$ cat src/core/serial_write_pkg.sv
/*
  Constants and types shared by both ends of the three-wire serial write link.
  Assumes both ends run on the same 100 MHz system clock.
*/
// What this block does
// - Host serial clock never above 40 MHz.
// - Device accepts free-running or resting serial clock.
// - Frame sync low frames one 16-bit word.
// - Device samples data on falling clock edges.
// - Host changes data on rising clock edges.
// - MSB first: control, address, data byte.
// - Byte mode keeps frame low across two bytes.
// - Serial clock rests high between the bytes.
// - Host reorders bits so MSB goes first.
// - Frame sync is active low at device.
package serial_write_pkg;
  localparam int WORD_BITS = 16;
  localparam int BYTE_BITS = 8;
  localparam int CTRL_MSB = 15;
  localparam int CTRL_LSB = 12;
  localparam int ADDR_MSB = 11;
  localparam int ADDR_LSB = 8;
  localparam int DATA_MSB = 7;
  localparam int DATA_LSB = 0;
  localparam int SYS_CLK_MHZ = 100;
  localparam int SCLK_MAX_MHZ = 40;
  // Half period in system cycles, rounded up so the link never exceeds its limit
  localparam int SCLK_HALF_MIN = (SYS_CLK_MHZ + 2 * SCLK_MAX_MHZ - 1) / (2 * SCLK_MAX_MHZ);
  localparam int SCLK_HALF_DEF = 4;
  localparam int GAP_CYCLES_DEF = 4;
  localparam int FIFO_DEPTH_DEF = 32;
  localparam logic [4:0] BIT_CNT_RESET = 5'h00;
  typedef enum logic [2:0] {
    HOST_IDLE, HOST_SETUP, HOST_LOW, HOST_HIGH, HOST_GAP, HOST_END
  } host_state_type;
endpackage

$ cat src/core/serial_write_if.sv
/*
  Three-wire write link between host and device.
  Assumes both modports are joined by the bench.
*/
`timescale 1ns/100ps
interface serial_write_if;
  logic serial_clk;
  logic frame_sync_n;
  logic serial_data_in;
  modport host (output serial_clk, output frame_sync_n, output serial_data_in);
  modport device (input serial_clk, input frame_sync_n, input serial_data_in);
endinterface

$ cat src/core/word_fifo.sv
/*
  Flip-flop FIFO with valid/ready on both sides.
  Assumes one clock and synchronous active-low reset.
*/
`timescale 1ns/100ps
module word_fifo #(
  parameter int WIDTH = 16,
  parameter int DEPTH = 32
) (
  input wire logic clk_sys_i, // System clock
  input wire logic reset_n_i, // Synchronous reset, active low
  input wire logic [WIDTH-1:0] in_data_i, // Write data
  input wire logic in_valid_i, // Write request
  output logic in_ready_o, // Not full
  output logic [WIDTH-1:0] out_data_o, // Read data
  output logic out_valid_o, // Not empty
  input wire logic out_ready_i // Read accept
);
  localparam int AW = $clog2(DEPTH);
  logic [WIDTH-1:0] mem_reg [DEPTH];
  logic [AW-1:0] wr_ptr_reg;
  logic [AW-1:0] rd_ptr_reg;
  logic [AW:0] count_reg;
  wire do_wr = in_valid_i && in_ready_o;
  wire do_rd = out_valid_o && out_ready_i;
  assign in_ready_o = count_reg != (AW + 1)'(DEPTH);
  assign out_valid_o = count_reg != '0;
  assign out_data_o = mem_reg[rd_ptr_reg];
  always_ff @(posedge clk_sys_i) begin
    if (do_wr) begin
      mem_reg[wr_ptr_reg] <= in_data_i;
    end
  end
  always_ff @(posedge clk_sys_i) begin
    if (!reset_n_i) begin
      wr_ptr_reg <= '0;
      rd_ptr_reg <= '0;
      count_reg <= '0;
    end else begin
      if (do_wr) begin
        wr_ptr_reg <= (wr_ptr_reg == AW'(DEPTH - 1)) ? '0 : wr_ptr_reg + 1'b1;
      end
      if (do_rd) begin
        rd_ptr_reg <= (rd_ptr_reg == AW'(DEPTH - 1)) ? '0 : rd_ptr_reg + 1'b1;
      end
      count_reg <= count_reg + (AW + 1)'(do_wr) - (AW + 1)'(do_rd);
    end
  end
endmodule

$ cat src/core/serial_write_device.sv
/*
  Device end: samples the serial link on the system clock, assembles 16-bit
  words and hands them to a FIFO toward the destination registers.
  Assumes link pins are asynchronous to clk_sys_i and serial clock at most 40 MHz.
*/
`timescale 1ns/100ps
module serial_write_device
  import serial_write_pkg::*;
#(
  parameter int FIFO_DEPTH = FIFO_DEPTH_DEF
) (
  input wire logic clk_sys_i, // System clock
  input wire logic reset_n_i, // Synchronous reset, active low
  serial_write_if.device link, // Serial link
  output logic [WORD_BITS-1:0] word_o, // Received word
  output logic [3:0] word_ctrl_o, // Control nibble of word
  output logic [3:0] word_addr_o, // Address nibble of word
  output logic [7:0] word_data_o, // Data byte of word
  output logic word_valid_o, // Word available
  input wire logic word_ready_i, // Word taken
  output logic overflow_o // Word dropped, FIFO full (pulse)
);
  logic [2:0] sclk_sync_reg;
  logic [2:0] fs_sync_reg;
  logic [2:0] sd_sync_reg;
  logic [WORD_BITS-1:0] shift_reg;
  logic [WORD_BITS-1:0] shift_next;
  logic [4:0] bit_cnt_reg;
  logic push_reg;
  logic [WORD_BITS-1:0] push_data_reg;
  logic overflow_reg;
  logic fifo_in_ready;
  //////////////////////////////////////////////////////////////////////////////
  // Stage 0 is only read by stage 1; edges are found between stages 1 and 2
  always_ff @(posedge clk_sys_i) begin
    if (!reset_n_i) begin
      sclk_sync_reg <= 3'h0;
      fs_sync_reg <= 3'h7;
      sd_sync_reg <= 3'h0;
    end else begin
      sclk_sync_reg <= {sclk_sync_reg[1:0], link.serial_clk};
      fs_sync_reg <= {fs_sync_reg[1:0], link.frame_sync_n};
      sd_sync_reg <= {sd_sync_reg[1:0], link.serial_data_in};
    end
  end
  wire frame_active = !fs_sync_reg[1];
  // Falling edge only counts inside a frame, so clock level at rest is irrelevant
  wire sclk_fall = sclk_sync_reg[2] && !sclk_sync_reg[1] && frame_active;
  wire sample_bit = sd_sync_reg[2];
  wire last_bit = bit_cnt_reg == 5'(WORD_BITS - 1);
  assign shift_next = {shift_reg[WORD_BITS-2:0], sample_bit};
  // Falls past the sixteenth are ignored until the frame closes
  wire accept_edge = sclk_fall && bit_cnt_reg < 5'(WORD_BITS);
  wire word_done = accept_edge && last_bit;
  //////////////////////////////////////////////////////////////////////////////
  // Frame end before sixteen edges clears the partial word
  always_ff @(posedge clk_sys_i) begin
    if (!reset_n_i || !frame_active) begin
      bit_cnt_reg <= BIT_CNT_RESET;
      shift_reg <= '0;
    end else if (accept_edge) begin
      bit_cnt_reg <= last_bit ? 5'(WORD_BITS) : bit_cnt_reg + 5'h01;
      shift_reg <= shift_next;
    end
  end
  always_ff @(posedge clk_sys_i) begin
    if (!reset_n_i) begin
      push_reg <= 1'b0;
      push_data_reg <= '0;
      overflow_reg <= 1'b0;
    end else begin
      push_reg <= word_done && accept_edge && fifo_in_ready;
      overflow_reg <= word_done && accept_edge && !fifo_in_ready;
      if (word_done) begin
        push_data_reg <= shift_next;
      end
    end
  end
  assign overflow_o = overflow_reg;
  word_fifo #(.WIDTH(WORD_BITS), .DEPTH(FIFO_DEPTH)) fifo_inst (
    .clk_sys_i(clk_sys_i),
    .reset_n_i(reset_n_i),
    .in_data_i(push_data_reg),
    .in_valid_i(push_reg),
    .in_ready_o(fifo_in_ready),
    .out_data_o(word_o),
    .out_valid_o(word_valid_o),
    .out_ready_i(word_ready_i)
  );
  assign word_ctrl_o = word_o[CTRL_MSB:CTRL_LSB];
  assign word_addr_o = word_o[ADDR_MSB:ADDR_LSB];
  assign word_data_o = word_o[DATA_MSB:DATA_LSB];
endmodule

$ cat src/flat_wrapper.sv
// flat-port wrapper written by rule: the top's interface ports become plain ports
module serial_write_device_flat import serial_write_pkg::*;
#(
  parameter int FIFO_DEPTH = FIFO_DEPTH_DEF
)
  (clk_sys_i, reset_n_i, word_o, word_ctrl_o, word_addr_o, word_data_o, word_valid_o, word_ready_i, overflow_o, link_serial_clk, link_frame_sync_n, link_serial_data_in);
  serial_write_if link_i ();
  input wire logic clk_sys_i;
  input wire logic reset_n_i;
  output logic [WORD_BITS-1:0] word_o;
  output logic [3:0] word_ctrl_o;
  output logic [3:0] word_addr_o;
  output logic [7:0] word_data_o;
  output logic word_valid_o;
  input wire logic word_ready_i;
  output logic overflow_o;
  input wire logic [$bits(link_i.serial_clk)-1:0] link_serial_clk;
  input wire logic [$bits(link_i.frame_sync_n)-1:0] link_frame_sync_n;
  input wire logic [$bits(link_i.serial_data_in)-1:0] link_serial_data_in;
  assign link_i.serial_clk = link_serial_clk;
  assign link_i.frame_sync_n = link_frame_sync_n;
  assign link_i.serial_data_in = link_serial_data_in;
  serial_write_device #(.FIFO_DEPTH(FIFO_DEPTH)) u_core (.clk_sys_i(clk_sys_i), .reset_n_i(reset_n_i), .link(link_i), .word_o(word_o), .word_ctrl_o(word_ctrl_o), .word_addr_o(word_addr_o), .word_data_o(word_data_o), .word_valid_o(word_valid_o), .word_ready_i(word_ready_i), .overflow_o(overflow_o));
endmodule
$ cat config.mk
export PLATFORM = sky130hd
export DESIGN_NAME = serial_write_device_flat
export DESIGN_NICKNAME = d
export VERILOG_FILES = /design/src/core/serial_write_pkg.sv /design/src/core/serial_write_if.sv /design/src/core/word_fifo.sv /design/src/core/serial_write_device.sv /design/src/flat_wrapper.sv
export SDC_FILE = /design/constraint.sdc
export NUM_CORES = 1
export LEC_CHECK = 0
export ABC_AREA = 1
export BUFFER_PORTS_ARGS = -buffer_cell sky130_fd_sc_hd__buf_2
export CORE_MARGIN = 10
export CORE_UTILIZATION = 50
export DETAILED_ROUTE_END_ITERATION = 16
export PLACE_DENSITY_LB_ADDON = 0.25
export SLEW_MARGIN = 20
export SYNTH_ARGS = -nofsm -noshare
export SYNTH_HDL_FRONTEND = slang
export SYNTH_SLANG_ARGS = --single-unit
$ cat constraint.sdc
create_clock -name clk_sys_i -period 3.2 [get_ports clk_sys_i]
set_clock_uncertainty 0.15 [all_clocks]
set_input_delay 0 -clock clk_sys_i [delete_from_list [all_inputs] [get_ports clk_sys_i]]
set_output_delay 0 -clock clk_sys_i [all_outputs]
set_load 0.05 [all_outputs]
# Word-level counts from Yosys, hierarchy flattened
# Memory sizes are Yosys's and may differ from the RTL's. A register that Yosys moved wholly into a read port is not among the register bits.
# Cells that the tools add are included.
[classes] add_sub_neg=5 magnitude_cmp=1 n_eq_ne=4 n_mux=7 n_reduce_logical=15
[op_table] operator="two-way mux 5 bit" n=5
[op_table] operator="adder 5 x 1 -> 5 bit (second input constant)" n=3
[op_table] operator="== test 5 bit (second input constant)" n=2
[op_table] operator="logical AND 1 bit" n=9
[op_table] operator="adder 6 x 1 -> 6 bit" n=1
[op_table] operator="inequality test 6 bit (second input constant)" n=1
[op_table] operator="nonzero test 6 bit" n=1
[op_table] operator="subtractor 6 x 1 -> 6 bit" n=1
[op_table] operator="== test 5 x 4 -> 1 bit (second input constant)" n=1
[op_table] operator="less-than comparator 5 bit (second input constant)" n=1
[op_table] operator="zero test 1 bit" n=4
[op_table] operator="two-way mux 1 bit" n=2
[op_table] operator="logical OR 1 bit" n=1
[word_totals] ff_bits=62 ram_bits=512 in_bits=6 output_inout_bits=34 wordCells=44 n_memories=1
[memory_table] memory="u_core.fifo_inst.mem_reg" words=32 word_bits=16 read_ports=1 rd_ports_with_merged_regs=1 wr=1 line="word_fifo.sv:20" rtl="logic [WIDTH-1:0] mem_reg [DEPTH];"

# Logic depth before layout (Yosys ltp)
# Gate-level depths: netlist of the first run.
[logic_depth] depth_word=7 ltp_mapped=15 depth_no_buf=15

# Modules after synthesis
# A second synthesis of the first run with hierarchy kept.
[hier_totals] cells_unflattened=2143 hier_area_um2=23949.2
[by_module_without_submodules] module="word_fifo" n_inst=1 cells_each=1903 area_per_inst_um2=22073.7 seq_area_each_um2=15795.1
[by_module_without_submodules] module="serial_write_device" n_inst=1 cells_each=240 area_per_inst_um2=1875.5 seq_area_each_um2=920.9

# Least setup slack after synthesis of the first run
# Ideal clock, no wire load.
[synth_path] kind="reg2reg" startpoint="register u_core.fifo_inst.count_reg[2]" endpoint="register u_core.fifo_inst.count_reg[4]" setup_ns=0.121 t_arrival_ns=2.877 t_required_ns=2.929 setup_slack_ns=0.052 path_stages_with_launch=16 path_buffers=0 synth_period_minus_slack_ns=3.148 path_cell_list="dfxtp_1 -> inv_1 -> ha_1 -> nand4_1 -> nand2_1 -> inv_1 -> ha_1 -> inv_1 -> ha_1 -> fa_1 -> nand2_1 -> inv_1 -> o21ai_0 -> nand2_1 -> o21ai_0 -> a21oi_1"
[synth_between] word_cells_on_any_way=6 classes_between="add/sub (2); eq/ne (1); reduce/logical (3)"
[synth_lines] element="start, declared" line="word_fifo.sv:23" rtl="logic [AW:0] count_reg;"
[synth_lines] element="start signal, assigned" line="word_fifo.sv:46" rtl="count_reg <= count_reg + (AW + 1)'(do_wr) - (AW + 1)'(do_rd);"
[synth_lines] element="nonzero test 6 bit" line="word_fifo.sv:27" rtl="assign out_valid_o = count_reg != '0;"
[synth_lines] element="via word_valid_o" line="flat_wrapper.sv:14" rtl="output logic word_valid_o;"
[synth_lines] element="logical AND 1 bit" line="word_fifo.sv:25" rtl="wire do_rd = out_valid_o && out_ready_i;"
[synth_lines] element="subtractor 6 x 1 -> 6 bit" line="word_fifo.sv:46"
# The timed path passes the listed nets, and every way through them passes these cells.
# A chain may end at the register's enable or synchronous reset.

==> flow_metrics.py, run 1 <==
metrics = {
    "cells_and_area": {
        "nets": 2171,
        "largest_reg_flops": 512,
        "drive_gt1_share_pct": 9.613,
        "fillers": 3865,
        "final_common_cell": "nand2_1",
        "layout_common_cells": "nand2_1 (765), edfxtp_1 (512), nand3_1 (410)",
        "syn_to_final_growth_pct": 11.23,
        "n_antenna_cell": 0,
        "stdcell_count": 2802,
        "final_util_pct": 56.53,
    },
    "sta": {
        "hold_violations": 0,
        "slew_violations": 0,
        "min_period_ns": 3.025,
        "slew_headroom_pct": 36.31,
        "tightest_slew_ns": 0.9543,
        "finalCritPeriodShare_pct": 94.53,
        "rsz0062_at_grt": "no",
        "setup_viol": 0,
        "fmax_mhz": 330.6,
        "tns_ns": 0,
    },
    "global_route": {
        "grt_max_degree": 109,
        "grt_remaining_overflow": 0,
        "antenna_found_initial": 0,
        "grt_pass1_wl_um": 86410,
        "grtUsageTotal_pct": 19.68,
        "grt_pass1_vias": 14770,
    },
    "drt": {
        "detail_route.vias_per_cell": 5.534,
        "vias": 15510,
        "wire_per_inst_um": 20.09,
        "postRouteAntennaNets": 0,
        "firstDrtPassIters": 5,
        "drcViolationCount": 0,
        "finalWirelength_um": 56290,
        "drtIter0Drc": 1673,
    },
    "placed_design": {
        "dp.cells": 2681,
        "portBuffers": 39,
        "dp_hpwl_um": 31320,
        "place_congestion": 0.8827,
    },
    "worst_setup_path": {
        "cp.arrival_ns": 2.87,
        "path_cells": "inv_4 -> buf_12 -> nand3_1 -> nand3_1 -> nand2_1 -> nand2_1 -> nand2_1 -> nand2_1 -> nand2_1 -> buf_2",
        "cp_top_family": "simple AND/OR/NAND/NOR gates",
        "crit_path_top_delay_cell": "dfxtp_4",
        "cp_common_cell": "nand2_1",
        "r2r-start": "u_core.fifo_inst.count_reg[2]",
        "worst-path-max-fanout": 51,
        "ff2ff_path_depth": 15,
        "rrSetupSlack_ns": 0.43,
        "critPathMaxStageDelay_ns": 0.72,
        "end_kind": "output pin",
        "worst-setup-path-type": "register to output pin",
        "r2r_end": "u_core.fifo_inst.count_reg[4]",
        "cp.required_ns": 3.05,
        "cp_num_buf_inv": 3,
        "worstSetupStartpointType": "register",
    },
    "pwr": {
        "p_per_area_nw_per_um2": 718.7,
        "worst_ir_drop_vdd_mv": 0.6201,
        "power_leakage_nw": 9.635,
    },
    "synth": {
        "yosysSeqAreaShare_pct": 70.36,
        "syn_area_per_cell_um2": 11.28,
        "syn_area_um2": 23760,
        "syn_inst": 2106,
        "yosysWarnings": 0,
        "synth_seq_cells": 579,
        "synth.distinct_cells": 31,
        "synth_nets": 2131,
    },
    "worst_hold_path": {
        "whs_path_depth": 4,
        "hold_start": "reset_n_i",
        "hold_class": "input pin to register",
        "min_delay_worst_endpoint": "u_core.push_data_reg[9]",
    },
    "floorplan": {
        "ios": 40,
        "start_util_pct": 50.82,
        "coreArea_um2": 46750,
        "die_area_um2": 56640,
        "dieHeight_um": 238.0,
        "rows": 79,
        "die_w_um": 238.0,
    },
    "clocking": {
        "clock_sinks": 579,
        "cts_tree": "built",
        "cts.clk_slew.worst_paths_ns": 0.06,
        "clk_latency_ns": 0.63,
        "root_buffer": "clkbuf_16",
        "cts_buffer_depth": 3,
        "htreeDepth": 2,
        "cts_buffers": 58,
    },
    "job": {
        "cap_violations": 0,
    },
    "outcome": {
        "status": "completed",
    },
}
[where the power goes]
group          internal (mW)  switching, mW  total [mW]  leakage, nW
Sequential              8.16          0.126        8.29         4.60
Clock                   3.83           2.84        6.67        0.922
Combinational           1.04           3.00        4.04         4.11
Total                   13.0           5.96        19.0         9.64
[cell usage after synthesis]
cell | number | share of area, %
a211oi_2 | 4 | 0.21
a21o_1 | 1 | 0.032
a21oi_1 | 26 | 0.55
a31oi_1 | 1 | 0.026
and3_1 | 1 | 0.026
buf_1 | 7 | 0.11
buf_12 | 1 | 0.084
buf_2 | 37 | 0.78
buf_4 | 39 | 1.2
buf_6 | 30 | 1.4
buf_8 | 1 | 0.063
clkbuf_1 | 21 | 0.33
dfxtp_1 | 67 | 5.6
edfxtp_1 | 512 | 65
fa_1 | 1 | 0.084
ha_1 | 18 | 0.95
inv_1 | 50 | 0.79
inv_2 | 3 | 0.047
inv_6 | 1 | 0.037
nand2_1 | 765 | 12
nand2_4 | 1 | 0.047
nand3_1 | 410 | 8.6
nand3_2 | 1 | 0.042
nand4_1 | 4 | 0.11
nor2_1 | 57 | 0.90
nor3_1 | 11 | 0.23
nor3b_1 | 3 | 0.095
o21ai_0 | 20 | 0.42
o21ai_1 | 9 | 0.19
or2_2 | 3 | 0.079
xor2_1 | 1 | 0.037
[per-stage QoR]
| stage | hold slack (ns) | total power [mW] | setup slack (ns) | area (um^2) |
|---|---|---|---|---|
| floorplan | -0.05237 | 11.65 | 0.05238 | 23760 |
| global placement | 0.03604 | 12.41 | 0.4540 | 24390 |
| detailed placement | 0.03893 | 12.44 | 0.4343 | 24390 |
| CTS | 0.07625 | 19.09 | 0.04720 | 26380 |
| global route | 0.1392 | 19.87 | 0.03771 | 26430 |
| finish | 0.1132 | 18.99 | 0.1751 | 26430 |
[per-layer routing]
metal | routed length (um) | global-route usage [%] | vias to the layer above
met5 | 0 | 0 | -
met4 | 1159 | 5.534 | 0
met3 | 4649 | 4.230 | 76
met2 | 26370 | 31.20 | 580
met1 | 24120 | 27.01 | 7514
li1 | - | - | 7335
[what timing repair did]
action,CTS,global route
endpoints found under the hold margin,60,0
endpoints found under the setup margin,0,32
hold buffers,11,0
resized for setup,0,7
buffers inserted,0,1
[layout make-up]
class	instances	area, um^2	area share (%)
Clock buffer	76	1592	6.022
Clock inverter	33	285.3	1.079
Inverter	54	217.7	0.8238
Multi-Input combinational cell	1337	5899	22.32
Sequential cell	579	16730	63.29
Tap cell	607	759.5	2.874
Timing Repair Buffer	116	947.2	3.584
[cells by family after synthesis]
| family | Yosys count | share of synthesized area [%] |
|---|---|---|
| compound gates | 61 | 1.427 |
| flops | 579 | 70.36 |
| xor+xnor | 1 | 0.03687 |
| buf+inv | 190 | 4.898 |
| simple gates | 1256 | 22.25 |
| fa+ha+maj | 19 | 1.032 |
[worst max path at each step]
stage	slack, ns	to	cells after the start
5_1_grt	0.04	word_o[7]	10
6_report	0.18	word_data_o[1]	10
2_1_floorplan	0.05	u_core.fifo_inst.count_reg[4]	15
4_1_cts	0.05	word_data_o[1]	11
3_5_place_dp	0.43	u_core.fifo_inst.count_reg[4]	15
3_3_place_gp	0.45	u_core.fifo_inst.count_reg[4]	15
[tightest hold or removal path, stage by stage]
cell and delay (ns):
dlygate4sd3_1 0.52, buf_2 0.11, inv_2 0.09, a21oi_1 0.12
(Power assumes the default switching activity.)
==> run 2, diff against run 1 <==
--- a/config.mk
+++ b/config.mk
@@ -7,6 +7,8 @@
 export LEC_CHECK = 0
 export ABC_AREA = 1
 export BUFFER_PORTS_ARGS = -buffer_cell sky130_fd_sc_hd__buf_2
+export CELL_PAD_IN_SITES_DETAIL_PLACEMENT = 1
+export CELL_PAD_IN_SITES_GLOBAL_PLACEMENT = 1
 export CORE_MARGIN = 10
 export CORE_UTILIZATION = 50
 export DETAILED_ROUTE_END_ITERATION = 16
==> run 2 against run 1 <==
Compared with the run above:
- non-clock buffer count up 13
- via count up 4.3%
- worst hold slack better by 0.12 ns
- die area unchanged
- register-to-register slack worse by 0.06 ns
- combinational power up 8.4%
- sequential power down 0.7%
- clock power up 3%
- critical path depth up 1
- first-iteration DRC count down 2.4%
- sequential share of layout area down 0.47 points
==> flow_metrics.py, run 2 (synthesis gave the netlist of run 1 again) <==
metrics = {
    "sta": {
        "rsz0062_at_grt": "no",
        "fmax_mhz": 331.8,
        "tightest_slew_ns": 1.030,
        "setup_viol": 0,
        "tns_ns": 0,
        "hold_violations": 0,
        "min_period_ns": 3.014,
        "finalCritPeriodShare_pct": 94.17,
        "slew_headroom_pct": 31.22,
        "layout_setup_ws_ns": 0.1865,
        "slew_violations": 0,
    },
    "worst_setup_path": {
        "worst-setup-path-type": "register to output pin",
        "r2r-start": "u_core.fifo_inst.count_reg[2]",
        "worstSetupStartpointType": "register",
        "worst-path-max-fanout": 30,
        "cp.arrival_ns": 2.86,
        "rrSetupSlack_ns": 0.37,
        "worstSetupEndpoint": "word_data_o[6]",
        "cp.required_ns": 3.05,
        "end_kind": "output pin",
        "ff2ff_path_depth": 15,
        "r2r_end": "u_core.fifo_inst.count_reg[4]",
    },
    "drt": {
        "detail_route.vias_per_cell": 5.745,
        "vias": 16170,
        "finalWirelength_um": 66490,
        "firstDrtPassIters": 6,
        "drtIter0Drc": 1633,
        "wire_per_inst_um": 23.63,
        "drcViolationCount": 0,
        "postRouteAntennaNets": 0,
    },
    "global_route": {
        "grt_remaining_overflow": 0,
        "antenna_found_initial": 0,
        "grtUsageTotal_pct": 23.14,
        "grt_pass1_vias": 16840,
        "grt_max_degree": 129,
        "grt_pass1_wl_um": 100300,
    },
    "pwr": {
        "worst_ir_drop_vdd_mv": 0.4755,
        "power_leakage_nw": 9.745,
        "finalPower_mw": 19.45,
        "p_per_area_nw_per_um2": 730.6,
    },
    "floorplan": {
        "ios": 40,
        "rows": 79,
        "start_util_pct": 50.82,
        "die_w_um": 238.0,
        "dieHeight_um": 238.0,
        "die_area_um2": 56640,
        "coreArea_um2": 46750,
    },
    "cells_and_area": {
        "n_antenna_cell": 0,
        "layout_common_cells": "nand2_1 (763), edfxtp_1 (512), nand3_1 (410)",
        "drive_gt1_share_pct": 10.24,
        "syn_to_final_growth_pct": 12.07,
        "largest_reg_flops": 512,
        "stdcell_count": 2814,
        "final_common_cell": "nand2_1",
        "seqCellArea_um2": 16730,
        "nets": 2185,
        "multiInputGateArea_um2": 5904,
        "fillers": 4866,
    },
    "clocking": {
        "cts_buffers": 59,
        "clk_latency_ns": 0.61,
        "cts_buffer_depth": 3,
        "cts_tree": "built",
        "cts.clk_slew.worst_paths_ns": 0.06,
        "root_buffer": "clkbuf_16",
        "htreeDepth": 2,
        "clock_sinks": 579,
    },
    "worst_hold_path": {
        "hold_class": "input pin to register",
    },
    "job": {
        "cap_violations": 0,
    },
    "outcome": {
        "status": "completed",
    },
    "placed_design": {
        "dp.cells": 2688,
        "portBuffers": 39,
        "dp_hpwl_um": 38020,
        "dpl_worst_slack_ns": 0.3430,
        "place_congestion": 0.7840,
    },
}
==> run 2: changes by cell type in the layout (fill, tap and decap cells not counted), sizes merged <==
| cell | before | now |
|---|---|---|
| buf | 105 | 116 |
| inv | 56 | 53 |
| bufinv | 4 | 6 |
| clkinv | 26 | 28 |
| clkinvlp | 1 | 0 |
| dlygate4sd3 | 11 | 12 |
==> run 2: critical path, cell delays in order, from the launching register on <==
cell	delay (ns)
dfxtp_4	0.47
buf_16	0.26
buf_4	0.28
nand2_1	0.08
nand3_1	0.10
nand3_1	0.16
nand2_1	0.12
nand2_1	0.11
nand2_1	0.11
nand2_1	0.09
nand2_1	0.16
buf_2	0.29
==> run 2: how the worst min path moves through the flow <==
stage | endpoint | cells after the start | startpoint
floorplan | u_core.sclk_sync_reg[0] | 2 | link_serial_clk
finish | register | 5 | word_ready_i
CTS | register | 5 | word_ready_i
global route | register | 5 | word_ready_i
global placement | u_core.sclk_sync_reg[0] | 3 | link_serial_clk
detailed placement | u_core.fs_sync_reg[0] | 2 | link_frame_sync_n
==> run 2: routing by layer <==
layer  GRT usage (%)  part of all wire [%]  vias to the layer above
met2           37.61                    47                      550
met5               0                     0                        -
met3           4.115                   7.6                       91
met4           6.932                   2.3                        0
met1           31.37                    43                     8183
li1                -                     -                     7343
==> run 2: what timing repair did <==
item,CTS,global route
gates cloned,0,1
hold endpoints to repair,45,0
hold buffers,12,0
setup buffers,1,4
resized for setup,3,3
setup endpoints to repair,26,30
==> run 2: area by class of cell <==
cell class / instances / area share (%)
clock inverters: 33 / 1.128
multi-input cells: 1337 / 22.17
well taps: 607 / 2.852
flip-flops and latches: 579 / 62.82
clock buffers: 75 / 6.005
repair buffers: 129 / 4.201
inverters: 54 / 0.8176
==> run 2: per-stage QoR <==
step | util, % | instance area [um^2] | hold slack (ns)
3_3_place_gp | 52.44 | 24520 | 0.03754
3_5_place_dp | 52.44 | 24520 | 0.04122
5_1_grt | 56.95 | 26630 | 0.2688
2_1_floorplan | - | 23760 | -0.05237
4_1_cts | 56.81 | 26560 | 0.2127
6_report | 56.95 | 26630 | 0.2301
==> run 2: report_power, final <==
group | internal, mW | switching, mW
Clock | 3.98 | 2.85
Sequential | 8.16 | 0.0733
Combinational | 1.17 | 3.21
Total | 13.3 | 6.14
